### src/design/fsc_defines.vh
`ifndef FSC_DEFINES_VH
`define FSC_DEFINES_VH

// ----------------------------------------------------------------
// Register indices (byte address = 4 * index)
// ----------------------------------------------------------------
`define FSC_IDX_USB_CONTROL     7'h13
`define FSC_IDX_CPU_MODE        7'h3b
`define FSC_IDX_SYNTH_CONTROL   7'h6c
`define FSC_IDX_SYNTH_MULTIPLY  7'h6d
`define FSC_IDX_SYNTH_PRESCALE  7'h6e
`define FSC_IDX_SYNTH_POSTSCALE 7'h6f

// ----------------------------------------------------------------
// Field positions and reset values
// ----------------------------------------------------------------
`define FSC_CTL_ENABLE_BIT      0
`define FSC_CTL_INSEL_BIT       1
`define FSC_CTL_LF_LO           5
`define FSC_CTL_LF_HI           6
`define FSC_CTL_LOCK_BIT        7
`define FSC_MODE_SYSSEL_BIT     0
`define FSC_LF_RESET            2'h3
`define FSC_BYTE_RESET          8'h00
`define FSC_WORD_ZERO           32'h0000_0000

// ----------------------------------------------------------------
// Divider and lock constants
// ----------------------------------------------------------------
`define FSC_DIV_BYPASS          8'hff
`define FSC_LOCK_SETTLE_EDGES   8'h10
`define FSC_PERIOD_MAX          16'hffff

`endif

### src/design/fsc_even_div.v
`timescale 1ns/10ps
`include "fsc_defines.vh"

// ----------------------------------------------------------------
// Even divider: divides by 2(n+1), passes through at bypass code
// ----------------------------------------------------------------
module fsc_even_div (
   input  wire       clk_i,      // System clock
   input  wire       rstn_i,     // Async reset, active low
   input  wire       run_i,      // Divider running
   input  wire       src_lvl_i,  // Source clock level
   input  wire       src_rise_i, // Source rising edge pulse
   input  wire [7:0] div_val_i,  // Divide setting n
   output reg        out_lvl_o,  // Divided clock level
   output reg        out_rise_o  // Divided rising edge pulse
);

   reg [7:0] cnt_q;

   // Toggle every n+1 source edges, so one period is 2(n+1) edges
   always @(posedge clk_i or negedge rstn_i)
   begin
      if (!rstn_i)
      begin
         cnt_q      <= `FSC_BYTE_RESET;
         out_lvl_o  <= 1'b0;
         out_rise_o <= 1'b0;
      end
      else if (!run_i)
      begin
         cnt_q      <= `FSC_BYTE_RESET;
         out_rise_o <= 1'b0;
      end
      else if (div_val_i == `FSC_DIV_BYPASS)
      begin
         cnt_q      <= `FSC_BYTE_RESET;
         out_lvl_o  <= src_lvl_i;
         out_rise_o <= src_rise_i;
      end
      else if (src_rise_i)
      begin
         if (cnt_q >= div_val_i)
         begin
            cnt_q      <= `FSC_BYTE_RESET;
            out_lvl_o  <= ~out_lvl_o;
            out_rise_o <= ~out_lvl_o;
         end
         else
         begin
            cnt_q      <= cnt_q + 8'h01;
            out_rise_o <= 1'b0;
         end
      end
      else
      begin
         out_rise_o <= 1'b0;
      end
   end

endmodule // fsc_even_div

### src/design/fsc_nco.v
`timescale 1ns/10ps
`include "fsc_defines.vh"

// ----------------------------------------------------------------
// Multiplier model: measures the reference period, then an
// accumulator toggles the output 4(n+1) times per reference period
// ----------------------------------------------------------------
module fsc_nco (
   input  wire       clk_i,      // System clock
   input  wire       rstn_i,     // Async reset, active low
   input  wire       run_i,      // Oscillator running
   input  wire       ref_rise_i, // Phase reference rising edge
   input  wire [7:0] mul_val_i,  // Multiply setting n
   output reg        vco_lvl_o,  // Oscillator level
   output reg        vco_rise_o, // Oscillator rising edge pulse
   output reg        stable_o    // Last two periods agree
);

   reg  [15:0] cnt_q;
   reg  [15:0] period_q;
   reg  [15:0] acc_q;
   wire [15:0] step;
   wire [15:0] cnt_inc;
   wire [15:0] acc_sum;

   assign step    = {6'h00, mul_val_i, 2'b00} + 16'h0004;
   assign cnt_inc = cnt_q + 16'h0001;
   assign acc_sum = acc_q + step;

   // Period measured in system cycles, one cycle of jitter allowed
   always @(posedge clk_i or negedge rstn_i)
   begin
      if (!rstn_i)
      begin
         cnt_q    <= 16'h0000;
         period_q <= 16'h0000;
         stable_o <= 1'b0;
      end
      else if (!run_i)
      begin
         cnt_q    <= 16'h0000;
         period_q <= 16'h0000;
         stable_o <= 1'b0;
      end
      else if (ref_rise_i)
      begin
         cnt_q    <= 16'h0000;
         period_q <= cnt_inc;
         stable_o <= (cnt_inc == period_q) || (cnt_q == period_q) ||
                     ((cnt_inc + 16'h0001) == period_q);
      end
      else if (cnt_q != `FSC_PERIOD_MAX)
      begin
         cnt_q <= cnt_inc;
      end
   end

   // Output stops at its current level while not running
   always @(posedge clk_i or negedge rstn_i)
   begin
      if (!rstn_i)
      begin
         acc_q      <= 16'h0000;
         vco_lvl_o  <= 1'b0;
         vco_rise_o <= 1'b0;
      end
      else if (!run_i || (period_q == 16'h0000))
      begin
         acc_q      <= 16'h0000;
         vco_rise_o <= 1'b0;
      end
      else if (acc_sum >= period_q)
      begin
         acc_q      <= acc_sum - period_q;
         vco_lvl_o  <= ~vco_lvl_o;
         vco_rise_o <= ~vco_lvl_o;
      end
      else
      begin
         acc_q      <= acc_sum;
         vco_rise_o <= 1'b0;
      end
   end

endmodule // fsc_nco

### src/design/fsc_synth_ctrl.v
// Our own choice: the Avalon-MM slave port.
`timescale 1ns/10ps
`include "fsc_defines.vh"

module fsc_synth_ctrl (
   input  wire        sys_clk_i,         // System clock, 50 MHz
   input  wire        rstn_i,            // Async reset, active low
   input  wire [8:0]  avs_address_i,     // Avalon byte address
   input  wire        avs_read_i,        // Avalon read strobe
   input  wire        avs_write_i,       // Avalon write strobe
   input  wire [31:0] avs_writedata_i,   // Avalon write data
   input  wire [3:0]  avs_byteenable_i,  // Avalon byte enables
   output reg  [31:0] avs_readdata_o,    // Avalon read data
   output reg         avs_waitrequest_o, // Avalon wait request
   input  wire        main_osc_i,        // Main reference clock level
   input  wire        sub_osc_i,         // Sub reference clock level
   output reg         usb_clk_o,         // Oscillator output, USB clock
   output reg         syn_clk_o,         // Synthesized clock
   output reg         syn_valid_o,       // Synthesized clock usable
   output reg         sys_clk_sel_o,     // Use synthesized system clock
   output reg         lock_o,            // Lock status
   output reg  [1:0]  loop_filter_o,     // Loop filter current bits
   output reg  [7:0]  usb_control_o      // USB control register
);

   // ----------------------------------------------------------------
   // Lock tracker states
   // ----------------------------------------------------------------
   localparam [3:0] ST_OFF    = 4'b0001;
   localparam [3:0] ST_MEAS   = 4'b0010;
   localparam [3:0] ST_SETTLE = 4'b0100;
   localparam [3:0] ST_LOCK   = 4'b1000;

   // ----------------------------------------------------------------
   // Declarations
   // ----------------------------------------------------------------
   reg  [7:0]  usb_ctl_q;
   reg         enable_q;
   reg         insel_q;
   reg  [1:0]  lf_q;
   reg  [7:0]  mul_q;
   reg  [7:0]  pre_q;
   reg  [7:0]  post_q;
   reg         syssel_q;
   reg         cfg_chg_q;
   reg         src_prev_q;
   reg  [3:0]  state_q;
   reg  [3:0]  state_d;
   reg  [7:0]  settle_q;
   reg  [7:0]  settle_d;
   reg  [31:0] rdata_d;
   wire [6:0]  reg_idx;
   wire        req;
   wire        wr_go;
   wire        src_lvl;
   wire        fin_rise;
   wire        pin_lvl;
   wire        pin_rise;
   wire        vco_lvl;
   wire        vco_rise;
   wire        vco_stable;
   wire        syn_lvl;
   wire        post_bypass;
   wire        locked;
   wire [7:0]  ctl_rd;
   wire [7:0]  wbyte;

   assign reg_idx     = avs_address_i[8:2];
   assign req         = avs_read_i | avs_write_i;
   assign wr_go       = avs_write_i & ~avs_waitrequest_o & avs_byteenable_i[0];
   assign wbyte       = avs_writedata_i[7:0];
   assign post_bypass = (post_q == `FSC_DIV_BYPASS);
   assign locked      = (state_q == ST_LOCK);

   // ----------------------------------------------------------------
   // Bus handshake
   // ----------------------------------------------------------------
   // One wait state: read data is registered on the same edge that waitrequest
   // drops, so it already stands at the edge the master samples it
   always @(posedge sys_clk_i or negedge rstn_i)
   begin
      if (!rstn_i)
      begin
         avs_waitrequest_o <= 1'b1;
         avs_readdata_o    <= `FSC_WORD_ZERO;
      end
      else if (req && avs_waitrequest_o)
      begin
         avs_waitrequest_o <= 1'b0;
         avs_readdata_o    <= rdata_d;
      end
      else
      begin
         avs_waitrequest_o <= 1'b1;
      end
   end

   // Control byte as software sees it, lock bit read-only
   assign ctl_rd = {locked, lf_q, 3'b000, insel_q, enable_q};

   // Read decode; unmapped indices read as zero
   always @*
   begin
      rdata_d = `FSC_WORD_ZERO;
      case (reg_idx)
         `FSC_IDX_USB_CONTROL:     rdata_d = {24'h000000, usb_ctl_q};
         `FSC_IDX_CPU_MODE:        rdata_d = {31'h00000000, syssel_q};
         `FSC_IDX_SYNTH_CONTROL:   rdata_d = {24'h000000, ctl_rd};
         `FSC_IDX_SYNTH_MULTIPLY:  rdata_d = {24'h000000, mul_q};
         `FSC_IDX_SYNTH_PRESCALE:  rdata_d = {24'h000000, pre_q};
         `FSC_IDX_SYNTH_POSTSCALE: rdata_d = {24'h000000, post_q};
         default:                  rdata_d = `FSC_WORD_ZERO;
      endcase
   end

   // ----------------------------------------------------------------
   // Register file
   // ----------------------------------------------------------------
   // Writes land on the edge where waitrequest is seen low
   always @(posedge sys_clk_i or negedge rstn_i)
   begin
      if (!rstn_i)
      begin
         usb_ctl_q <= `FSC_BYTE_RESET;
         enable_q  <= 1'b0;
         insel_q   <= 1'b0;
         lf_q      <= `FSC_LF_RESET;
         mul_q     <= `FSC_BYTE_RESET;
         pre_q     <= `FSC_BYTE_RESET;
         post_q    <= `FSC_BYTE_RESET;
         syssel_q  <= 1'b0;
      end
      else if (wr_go)
      begin
         case (reg_idx)
            `FSC_IDX_USB_CONTROL:
            begin
               usb_ctl_q <= wbyte;
            end
            `FSC_IDX_CPU_MODE:
            begin
               syssel_q <= wbyte[`FSC_MODE_SYSSEL_BIT];
            end
            `FSC_IDX_SYNTH_CONTROL:
            begin
               enable_q <= wbyte[`FSC_CTL_ENABLE_BIT];
               insel_q  <= wbyte[`FSC_CTL_INSEL_BIT];
               lf_q     <= wbyte[`FSC_CTL_LF_HI:`FSC_CTL_LF_LO];
            end
            `FSC_IDX_SYNTH_MULTIPLY:
            begin
               mul_q <= wbyte;
            end
            `FSC_IDX_SYNTH_PRESCALE:
            begin
               pre_q <= wbyte;
            end
            `FSC_IDX_SYNTH_POSTSCALE:
            begin
               post_q <= wbyte;
            end
            default:
            begin
               usb_ctl_q <= usb_ctl_q;
            end
         endcase
      end
   end

   // Any write that retunes the loop throws away the lock
   always @(posedge sys_clk_i or negedge rstn_i)
   begin
      if (!rstn_i)
      begin
         cfg_chg_q <= 1'b0;
      end
      else
      begin
         cfg_chg_q <= wr_go && ((reg_idx == `FSC_IDX_SYNTH_MULTIPLY) ||
                      (reg_idx == `FSC_IDX_SYNTH_PRESCALE) ||
                      (reg_idx == `FSC_IDX_SYNTH_POSTSCALE) ||
                      ((reg_idx == `FSC_IDX_SYNTH_CONTROL) &&
                       (wbyte[`FSC_CTL_INSEL_BIT] != insel_q)));
      end
   end

   // ----------------------------------------------------------------
   // Reference selection and edge detection
   // ----------------------------------------------------------------
   // Inputs are synchronous, so a plain previous-level flop suffices
   assign src_lvl  = insel_q ? sub_osc_i : main_osc_i;
   assign fin_rise = src_lvl & ~src_prev_q;

   always @(posedge sys_clk_i or negedge rstn_i)
   begin
      if (!rstn_i)
      begin
         src_prev_q <= 1'b0;
      end
      else
      begin
         src_prev_q <= src_lvl;
      end
   end

   // ----------------------------------------------------------------
   // Clock chain: pre-divider, multiplier, post-divider
   // ----------------------------------------------------------------
   // Pre-divider, with bypass at the all-ones setting
   fsc_even_div u_pre_div (
      .clk_i      (sys_clk_i),
      .rstn_i     (rstn_i),
      .run_i      (enable_q),
      .src_lvl_i  (src_lvl),
      .src_rise_i (fin_rise),
      .div_val_i  (pre_q),
      .out_lvl_o  (pin_lvl),
      .out_rise_o (pin_rise)
   );

   // Oscillator model; it freezes its level when disabled
   fsc_nco u_nco (
      .clk_i      (sys_clk_i),
      .rstn_i     (rstn_i),
      .run_i      (enable_q),
      .ref_rise_i (pin_rise),
      .mul_val_i  (mul_q),
      .vco_lvl_o  (vco_lvl),
      .vco_rise_o (vco_rise),
      .stable_o   (vco_stable)
   );

   // Post-divider; the bypass code marks the output invalid instead
   fsc_even_div u_post_div (
      .clk_i      (sys_clk_i),
      .rstn_i     (rstn_i),
      .run_i      (enable_q),
      .src_lvl_i  (vco_lvl),
      .src_rise_i (vco_rise),
      .div_val_i  (post_q),
      .out_lvl_o  (syn_lvl),
      .out_rise_o ()
   );

   // ----------------------------------------------------------------
   // Lock tracker
   // ----------------------------------------------------------------
   // Lock needs a run of steady reference periods; a single odd
   // period drops back to measuring rather than to off
   always @*
   begin
      state_d  = state_q;
      settle_d = settle_q;
      case (state_q)
         ST_OFF:
         begin
            settle_d = `FSC_BYTE_RESET;
            if (enable_q)
               state_d = ST_MEAS;
         end
         ST_MEAS:
         begin
            settle_d = `FSC_BYTE_RESET;
            if (pin_rise && vco_stable)
               state_d = ST_SETTLE;
         end
         ST_SETTLE:
         begin
            if (pin_rise && !vco_stable)
            begin
               state_d = ST_MEAS;
            end
            else if (pin_rise)
            begin
               if (settle_q == (`FSC_LOCK_SETTLE_EDGES - 8'h01))
                  state_d = ST_LOCK;
               else
                  settle_d = settle_q + 8'h01;
            end
         end
         ST_LOCK:
         begin
            if (pin_rise && !vco_stable)
               state_d = ST_MEAS;
         end
         default:
         begin
            state_d  = ST_OFF;
            settle_d = `FSC_BYTE_RESET;
         end
      endcase
      if (!enable_q || cfg_chg_q)
      begin
         state_d  = ST_OFF;
         settle_d = `FSC_BYTE_RESET;
      end
   end

   always @(posedge sys_clk_i or negedge rstn_i)
   begin
      if (!rstn_i)
      begin
         state_q  <= ST_OFF;
         settle_q <= `FSC_BYTE_RESET;
      end
      else
      begin
         state_q  <= state_d;
         settle_q <= settle_d;
      end
   end

   // ----------------------------------------------------------------
   // Output stage
   // ----------------------------------------------------------------
   // Every output is a flop; system clock switch-over only happens
   // once the synthesized clock is valid and locked, to avoid glitches
   always @(posedge sys_clk_i or negedge rstn_i)
   begin
      if (!rstn_i)
      begin
         usb_clk_o     <= 1'b0;
         syn_clk_o     <= 1'b0;
         syn_valid_o   <= 1'b0;
         sys_clk_sel_o <= 1'b0;
         lock_o        <= 1'b0;
         loop_filter_o <= `FSC_LF_RESET;
         usb_control_o <= `FSC_BYTE_RESET;
      end
      else
      begin
         usb_clk_o     <= vco_lvl;
         syn_clk_o     <= syn_lvl & ~post_bypass;
         syn_valid_o   <= enable_q & ~post_bypass;
         sys_clk_sel_o <= syssel_q & locked & ~post_bypass;
         lock_o        <= locked;
         loop_filter_o <= lf_q;
         usb_control_o <= usb_ctl_q;
      end
   end

endmodule // fsc_synth_ctrl

### config.mk
export PLATFORM = sky130hd
export DESIGN_NAME = fsc_synth_ctrl
export DESIGN_NICKNAME = d
export VERILOG_FILES = /design/src/design/fsc_even_div.v /design/src/design/fsc_nco.v /design/src/design/fsc_synth_ctrl.v
export VERILOG_INCLUDE_DIRS = /design/src /design/src/design
export SDC_FILE = /design/constraint.sdc
export NUM_CORES = 1
export LEC_CHECK = 0
export BUFFER_PORTS_ARGS = -buffer_cell sky130_fd_sc_hd__buf_4
export CORE_UTILIZATION = 45
export DETAILED_ROUTE_END_ITERATION = 12
export MAX_ROUTING_LAYER = met4
export SETUP_SLACK_MARGIN = 0.4
export SLEW_MARGIN = 20
export SYNTH_ARGS = -nofsm -noshare
export SYNTH_HDL_FRONTEND = slang
export SYNTH_SLANG_ARGS = --single-unit
### constraint.sdc
create_clock -name sys_clk_i -period 5.63 [get_ports sys_clk_i]
set_input_delay 0.563 -clock sys_clk_i [delete_from_list [all_inputs] [get_ports sys_clk_i]]
set_output_delay 0.563 -clock sys_clk_i [all_outputs]
set_load 0.02 [all_outputs]
==> results.sh, run 1 <==
export IMPL_status="finished, final reports clean"
export IMPL_antenna_found_initial=0
export IMPL_yosysSeqAreaShare_pct=39.49
export IMPL_hp_class="input port to async pin"
export IMPL_grt_max_degree=91
export IMPL_fmax_mhz=212.9
export IMPL_grt_pass1_wl_um=34690
export IMPL_ctsRootBufferMaster="clkbuf_16"
export IMPL_dieArea_um2=21040
export IMPL_startpoint="mul_q[0]"
export IMPL_rr_startpoint="mul_q[0]"
export IMPL_powerDensity_nw_per_um2=238.1
export IMPL_synthFlopType="dfrtp_1"
export IMPL_cts_max_path_buffers=2
export IMPL_grt_pass1_vias=6752
export IMPL_cp_slowest_cell="dfrtp_1"
export IMPL_cp_top_family="compound AO/OA/AOI/OAI gates"
export IMPL_placementRows=51
export IMPL_p_leak_nw=5.014
export IMPL_wl_met3_um=673
export IMPL_synth_top_area_share_pct=37.78
export IMPL_slew_violations=0
export IMPL_ys_types=75
export IMPL_yosys_warnings=0
export IMPL_drv_cap=0
export IMPL_finalHoldViolCount=0
export IMPL_area_growth_pct=12.15
export IMPL_final_core_util_pct=52.20
export IMPL_postCtsHoldBufs=0
export IMPL_dr_wl_met2_um=8938
export IMPL_first_pass_iters=4
export IMPL_die_h_um=145.0
export IMPL_worst_clock_skew_ps=8.046
export IMPL_core_um2=19780
export IMPL_report_final_setup_viol=0
export IMPL_path_cells="ha_1 > nand3_1 > xnor2_1 > ha_1 > and3_1 > a221oi_1 > o21ai_1 > a21o_1 > a21oi_1 > xnor2_1 > ha_1 > and3_1 > a21boi_0 > a41oi_1 > o21ai_0 > nand2b_1 > buf_4 > nor2b_1 > a31oi_1 > nor2_1"
export IMPL_clkTransAtPathRegs_ps=70
export IMPL_crit_type="flip-flop to flip-flop"
export IMPL_ir_worst_vdd_uv=176.5
export IMPL_reg2regPathDepth=20
export IMPL_yosysMostFrequentCell="dfrtp_1"
export IMPL_gp_congestion=0.8572
export IMPL_tightestPinTransition_ps=920.5
export IMPL_cts_tree="yes"
export IMPL_maxSlewHeadroom_pct=38.16
export IMPL_power_frac_seq_pct=43.4
export IMPL_start_util_pct=46.55
export IMPL_p_sw_w=0.0006486
export IMPL_drc_errors=0
export IMPL_port_buffers=45
export IMPL_cp_end_kind="flip-flop"
export IMPL_cts_resized=0
export IMPL_viasPerCell=5.427
export IMPL_io_pins=99
export IMPL_wirelength_um=20310
export IMPL_syn_area_per_cell_um2=9.611
export IMPL_crit_end="u_nco.acc_q[11]"
export IMPL_r2r_slack_ps=930
export IMPL_top_layer="met4"
export IMPL_diodes=0
export IMPL_slowest_delay_ps=430
export IMPL_gr_usage_all_layers_pct=21.10
export IMPL_synth_largest_area_cell="dfrtp_1"
export IMPL_h_tree_depth=4
export IMPL_fin_tns_setup_ps=0
export IMPL_synth_seq_cells=145
export IMPL_rsz0062_at_grt="false"
export IMPL_fin_crit_sh_pct=83.42
export IMPL_dp_hpwl_um=14680
export IMPL_power_frac_comb_pct=8.3
export IMPL_drt_met1_wl_um=10420
export IMPL_cp_required_ps=5920
export IMPL_worst_path_buf_inv=1
export IMPL_cts_buffers=17
export IMPL_vias=6919
export IMPL_drt_first_iter_violations=369
export IMPL_synth_common_cells="dfrtp_1, nand2_1, nor2_1"
export IMPL_nets=1101
export IMPL_internal_power_w=0.001810
export IMPL_async_reset_ff_share_pct=100.0
export IMPL_clock_power_share_pct=48.3
export IMPL_clock_sinks=145
export IMPL_min_period_ps=4696
export IMPL_worstSetupPathDepth=20
export IMPL_cp_max_fo=21
export IMPL_drive_gt1_share_pct=14.85
export IMPL_post_cts_setup_buffers=0
export IMPL_r2r_end="u_nco.acc_q[11]"
export IMPL_wl_per_cell_um=15.93
export IMPL_cpMostUsedCell="ha_1"
export IMPL_cp_start_kind="flip-flop"
export IMPL_die_w_um=145.0
export IMPL_critPathArrivalTime_ps=4990
export IMPL_syn_area_um2=9208
export IMPL_synthTopCellsByArea="dfrtp_1, ha_1, mux2_2, xnor2_1, xor2_1"
export IMPL_ant_nets=0
export IMPL_grt_remaining_overflow=0
export IMPL_synth_edf_count=0
export IMPL_syn_inst=958
export IMPL_clk_insertion_delay_late_ps=430
export IMPL_swShare_pct=26.38
area by class of cell:
type	instances	area (um^2)
clock buffers	17	425.4
well taps	265	331.6
inverters	55	206.4
clock inverters	15	192.7
repair buffers	50	379.1
flip-flops and latches	145	3636
fillers	1840	9455
multi-input cells	728	5155
sequential cells by signal, summed over array words and instances, names as in the netlist, 4 cells and up:
signal and cells:
usb_control_o 8, mul_q 8, settle_q 8, post_q 8
u_pre_div.cnt_q 8, usb_ctl_q 8, state_q 4, avs_readdata_o 8
u_nco.cnt_q 16, u_nco.period_q 16, pre_q 8, u_post_div.cnt_q 8
u_nco.acc_q 16
metrics by stage:
stage / area, um^2 / setup slack, ps / cells / hold slack [ps] / total power, W
floorplan: 9294 / 1520 / 981 / 267.4 / 0.001230
global placement: 9703 / 1010 / 1243 / 371.0 / 0.001290
detailed placement: 9708 / 963.5 / 1243 / 371.6 / 0.001291
CTS: 10330 / 913.7 / 1275 / 235.3 / 0.002482
global route: 10330 / 421.5 / 1275 / 284.1 / 0.002545
finish: 10330 / 933.7 / 1275 / 204.9 / 0.002459
placed cells by master (no fill, tap or decap), types with 6 or more instances in the layout:
cell / n
a31oi_1: 9
nand4_1: 17
clkbuf_16: 17
dfrtp_1: 139
a21oi_1: 43
nor2b_1: 10
nor3_1: 17
conb_1: 24
nand2b_1: 16
buf_4: 49
o21a_1: 6
dfstp_2: 6
o21ai_0: 47
a21o_1: 17
xnor2_1: 52
nand3_1: 21
nor4_1: 8
inv_1: 55
o31ai_1: 6
a211oi_1: 8
mux2_2: 41
or3_1: 6
nand2_1: 72
mux2i_1: 18
ha_1: 51
and3_1: 18
xor2_1: 36
nor2_1: 72
o211a_1: 15
worst min path at each step:
| stage | startpoint | to | slack, ps | depth (start not counted) |
|---|---|---|---|---|
| final | rstn_i | settle_q[5] | 200 | 1 |
| after global routing | rstn_i | settle_q[5] | 280 | 1 |
| after CTS | rstn_i | settle_q[5] | 240 | 1 |
| after detailed placement | lf_q[0] | loop_filter_o[0] | 370 | 0 |
| after global placement | lf_q[0] | loop_filter_o[0] | 370 | 0 |
| after floorplan | rstn_i | avs_readdata_o[0] | 270 | 0 |
power by group through the flow:
stage	combinational, W	clock, W	sequential [W]
after floorplan	0.000144	0	0.00109
after global placement	0.000204	0	0.00109
after detailed placement	0.000205	0	0.00109
after CTS	0.000206	0.00121	0.00107
after global routing	0.000230	0.00125	0.00107
final	0.000204	0.00119	0.00107
layer usage:
metal / GRT usage (%) / vias up
met1: 29.88 / 3338
met5: - / -
met2: 30.99 / 117
met3: 2.987 / 25
li1: - / 3439
met4: 6.702 / 0
cell families after synthesis:
| logic type | synth area share [%] |
|---|---|
| AOI/OAI and AO/OA | 14.89 |
| xor gates and xnor gates | 8.371 |
| adders and majority gates | 7.365 |
| buffers and inverters | 5.517 |
| DFF | 39.49 |
| muxes | 6.971 |
| other | 0.04073 |
| and+or+nand+nor | 17.35 |
Note: power is estimated with default switching activity, not from simulation.
==> inputs of run 2 (changes only) <==
ABC_AREA = 1   (was default)
clock period = 4.4 ns   (was 5.63 ns; I/O delays follow)
==> run 2 against run 1 <==
Synthesized cell count increased by 22%; critical path depth rose by 2; die area is 0.85% higher; fmax grew 25%; via count increased by 10%; non-clock buffer count rose by 10; power rose by 24%; combinational power increased by 8%; wire length increased by 9.8%; sequential power rose by 27%; critical path type unchanged; largest power group unchanged.
==> results.sh, run 2 <==
export IMPL_crit_type="flip-flop to flip-flop"
export IMPL_report_final_setup_viol=0
export IMPL_internal_power_w=0.002256
export IMPL_syn_inst=1171
export IMPL_placed_area_um2=9898
export IMPL_power_frac_comb_pct=7.3
export IMPL_synth_common_cells="nand2_1, inv_1, dfrtp_1"
export IMPL_fin_crit_sh_pct=85.47
export IMPL_port_buffers=45
export IMPL_worst_slack_ps=639.4
export IMPL_clk_insertion_delay_late_ps=430
export IMPL_die_w_um=145.7
export IMPL_fin_area_um2=10740
export IMPL_maxSlewHeadroom_pct=39.52
export IMPL_power_frac_seq_pct=44.9
export IMPL_synth_edf_count=0
export IMPL_min_period_ps=3761
export IMPL_antenna_found_initial=0
export IMPL_total_power_w=0.003037
export IMPL_first_pass_iters=10
export IMPL_drive_gt1_share_pct=14.64
export IMPL_cts_tree="yes"
export IMPL_cts_buffers=17
export IMPL_wirelength_um=22300
export IMPL_ys_types=46
export IMPL_final_cell_mix="nand2_1, inv_1, dfrtp_1, o21ai_0, nor2_1"
export IMPL_yosysSeqAreaShare_pct=39.15
export IMPL_cp_start_kind="flip-flop"
export IMPL_finalHoldViolCount=0
export IMPL_drt_first_iter_violations=366
export IMPL_vias=7617
export IMPL_hp_class="input port to async pin"
export IMPL_cp_end_kind="flip-flop"
export IMPL_diodes=0
export IMPL_largestRegisters="u_nco.acc_q x16, u_nco.cnt_q x16, u_nco.period_q x16"
export IMPL_fill_cells=1964
export IMPL_area_growth_pct=15.64
export IMPL_fmax_mhz=265.9
export IMPL_yosys_warnings=0
export IMPL_rr_startpoint="mul_q[0]"
export IMPL_r2r_end="u_nco.acc_q[14]"
export IMPL_core_um2=20230
export IMPL_r2r_slack_ps=640
export IMPL_clock_power_share_pct=47.8
export IMPL_critPathArrivalTime_ps=4090
export IMPL_final_core_util_pct=53.07
export IMPL_synthFlopType="dfrtp_1"
export IMPL_cp_max_fo=5
export IMPL_p_sw_w=0.0007809
export IMPL_ant_nets=0
export IMPL_h_tree_depth=4
export IMPL_synth_top_area_share_pct=37.46
export IMPL_die_h_um=145.7
export IMPL_p_leak_nw=5.154
export IMPL_placementRows=52
export IMPL_swShare_pct=25.72
export IMPL_synth_seq_cells=145
export IMPL_worst_clock_skew_ps=14.30
export IMPL_grt_pass1_wl_um=37650
export IMPL_grt_pass1_vias=7326
export IMPL_pre_cts_ws_ps=263.8
export IMPL_drv_cap=0
export IMPL_clkTransAtPathRegs_ps=70
export IMPL_final_common_cell="nand2_1"
export IMPL_gr_usage_all_layers_pct=22.92
export IMPL_syn_area_per_cell_um2=7.930
export IMPL_ir_worst_vdd_uv=301.1
export IMPL_cts_max_path_buffers=2
export IMPL_synth_largest_area_cell="dfrtp_1"
export IMPL_synthTopCellsByArea="dfrtp_1, nand2_1, inv_1, ha_1, o21ai_0"
export IMPL_start_util_pct=45.89
export IMPL_nets=1341
export IMPL_grt_max_degree=100
export IMPL_slew_violations=0
export IMPL_io_pins=99
export IMPL_wl_per_cell_um=14.67
export IMPL_yosysMostFrequentCell="nand2_1"
export IMPL_fin_tns_setup_ps=0
export IMPL_reg2regPathDepth=22
export IMPL_drc_errors=0
export IMPL_tightestPinTransition_ps=907.2
export IMPL_dp_hpwl_um=17290
export IMPL_viasPerCell=5.011
export IMPL_rsz0062_at_grt="true"
export IMPL_gp_congestion=0.8989
export IMPL_clock_sinks=145
export IMPL_async_reset_ff_share_pct=100.0
export IMPL_postCtsHoldBufs=0
export IMPL_dieArea_um2=21220
export IMPL_powerDensity_nw_per_um2=282.8
export IMPL_grt_remaining_overflow=0
export IMPL_ctsRootBufferMaster="clkbuf_16"
export IMPL_syn_area_um2=9286
export IMPL_status="finished, final reports clean"
export IMPL_cp_required_ps=4730
## run 2: cell types whose count changed in the layout (fill, tap and decap cells not counted), sizes merged, moves of 24 or more
cell,change
nand2,+179
inv,+124
o21ai,+50
mux2,-41
nand3,+33
o22ai,+30
nor2,+24
## run 2: critical path: stages, from the launching register on
cell	delay, ps
dfrtp_2	440
inv_1	110
ha_1	190
inv_1	80
fa_1	400
nand3b_1	170
nand2_1	140
a31oi_4	110
o21ai_2	160
nand2_1	70
nand2_1	120
nand3_1	130
xnor2_2	160
ha_1	320
nand2_2	110
o21ai_0	90
a21oi_1	170
nand3_2	130
buf_6	140
nor2_4	130
buf_4	160
nand2_1	50
o21ai_0	80
## run 2: stage by stage
stage,std cells,hold slack (ps)
5_1_grt,1520,179.7
2_1_floorplan,1194,144.4
4_1_cts,1516,136.5
6_report,1520,109.8
3_5_place_dp,1483,371.9
3_3_place_gp,1483,374.5
## run 2: logic make-up after synthesis
family                   Yosys count  synth area share [%]
AND/OR/NAND/NOR                  468                 23.66
buffers and inverters            217                 9.782
AO/OA/AOI/OAI                    210                 12.80
flip-flops                       145                 39.15
XOR/XNOR                          77                 7.262
adder cells (fa/ha/maj)           53                 7.303
other                              1               0.04038
## run 2: layout make-up
cell class	instances	area, um^2	share of cell area, %
multi-input cells	832	5017	46.72
inverters	181	681.9	6.350
flip-flops and latches	145	3637	33.87
repair buffers	60	470.5	4.381
clock buffers	19	452.9	4.218
clock inverters	13	141.4	1.317
well taps	270	337.8	3.146
## run 2: how the worst max path moves through the flow
stage              from         endpoint  cells after the start
2_1_floorplan  mul_q[0]  u_nco.vco_lvl_o                     21
4_1_cts        mul_q[0]  u_nco.acc_q[14]                     24
3_3_place_gp   mul_q[1]   u_nco.acc_q[7]                     21
5_1_grt        mul_q[1]   u_nco.acc_q[4]                     24
3_5_place_dp   mul_q[0]   u_nco.acc_q[7]                     21
6_report       mul_q[0]  u_nco.acc_q[14]                     22
## run 2: power by group through the flow
stage                     registers (W)  logic (W)  clock network (W)
after floorplan                 0.00139   0.000140                  0
after global placement          0.00139   0.000214                  0
after detailed placement        0.00139   0.000216                  0
after CTS                       0.00136   0.000219            0.00149
after global routing            0.00137   0.000249            0.00154
final                           0.00136   0.000221            0.00145
## run 2: per-layer routing
metal | up-vias | share of wire, % | global-route usage, %
met5 | - | 0 | -
met4 | 0 | 1.4 | 6.684
met3 | 27 | 3.3 | 3.354
met2 | 148 | 45 | 34.86
met1 | 3512 | 50 | 31.76
li1 | 3930 | - | -
## run 2: what timing repair did
item	CTS	global route
pin swaps	0	13
resized for setup	7	33
hold endpoints to repair	0	0
endpoints found under the setup margin	16	18
buffers inserted	1	4
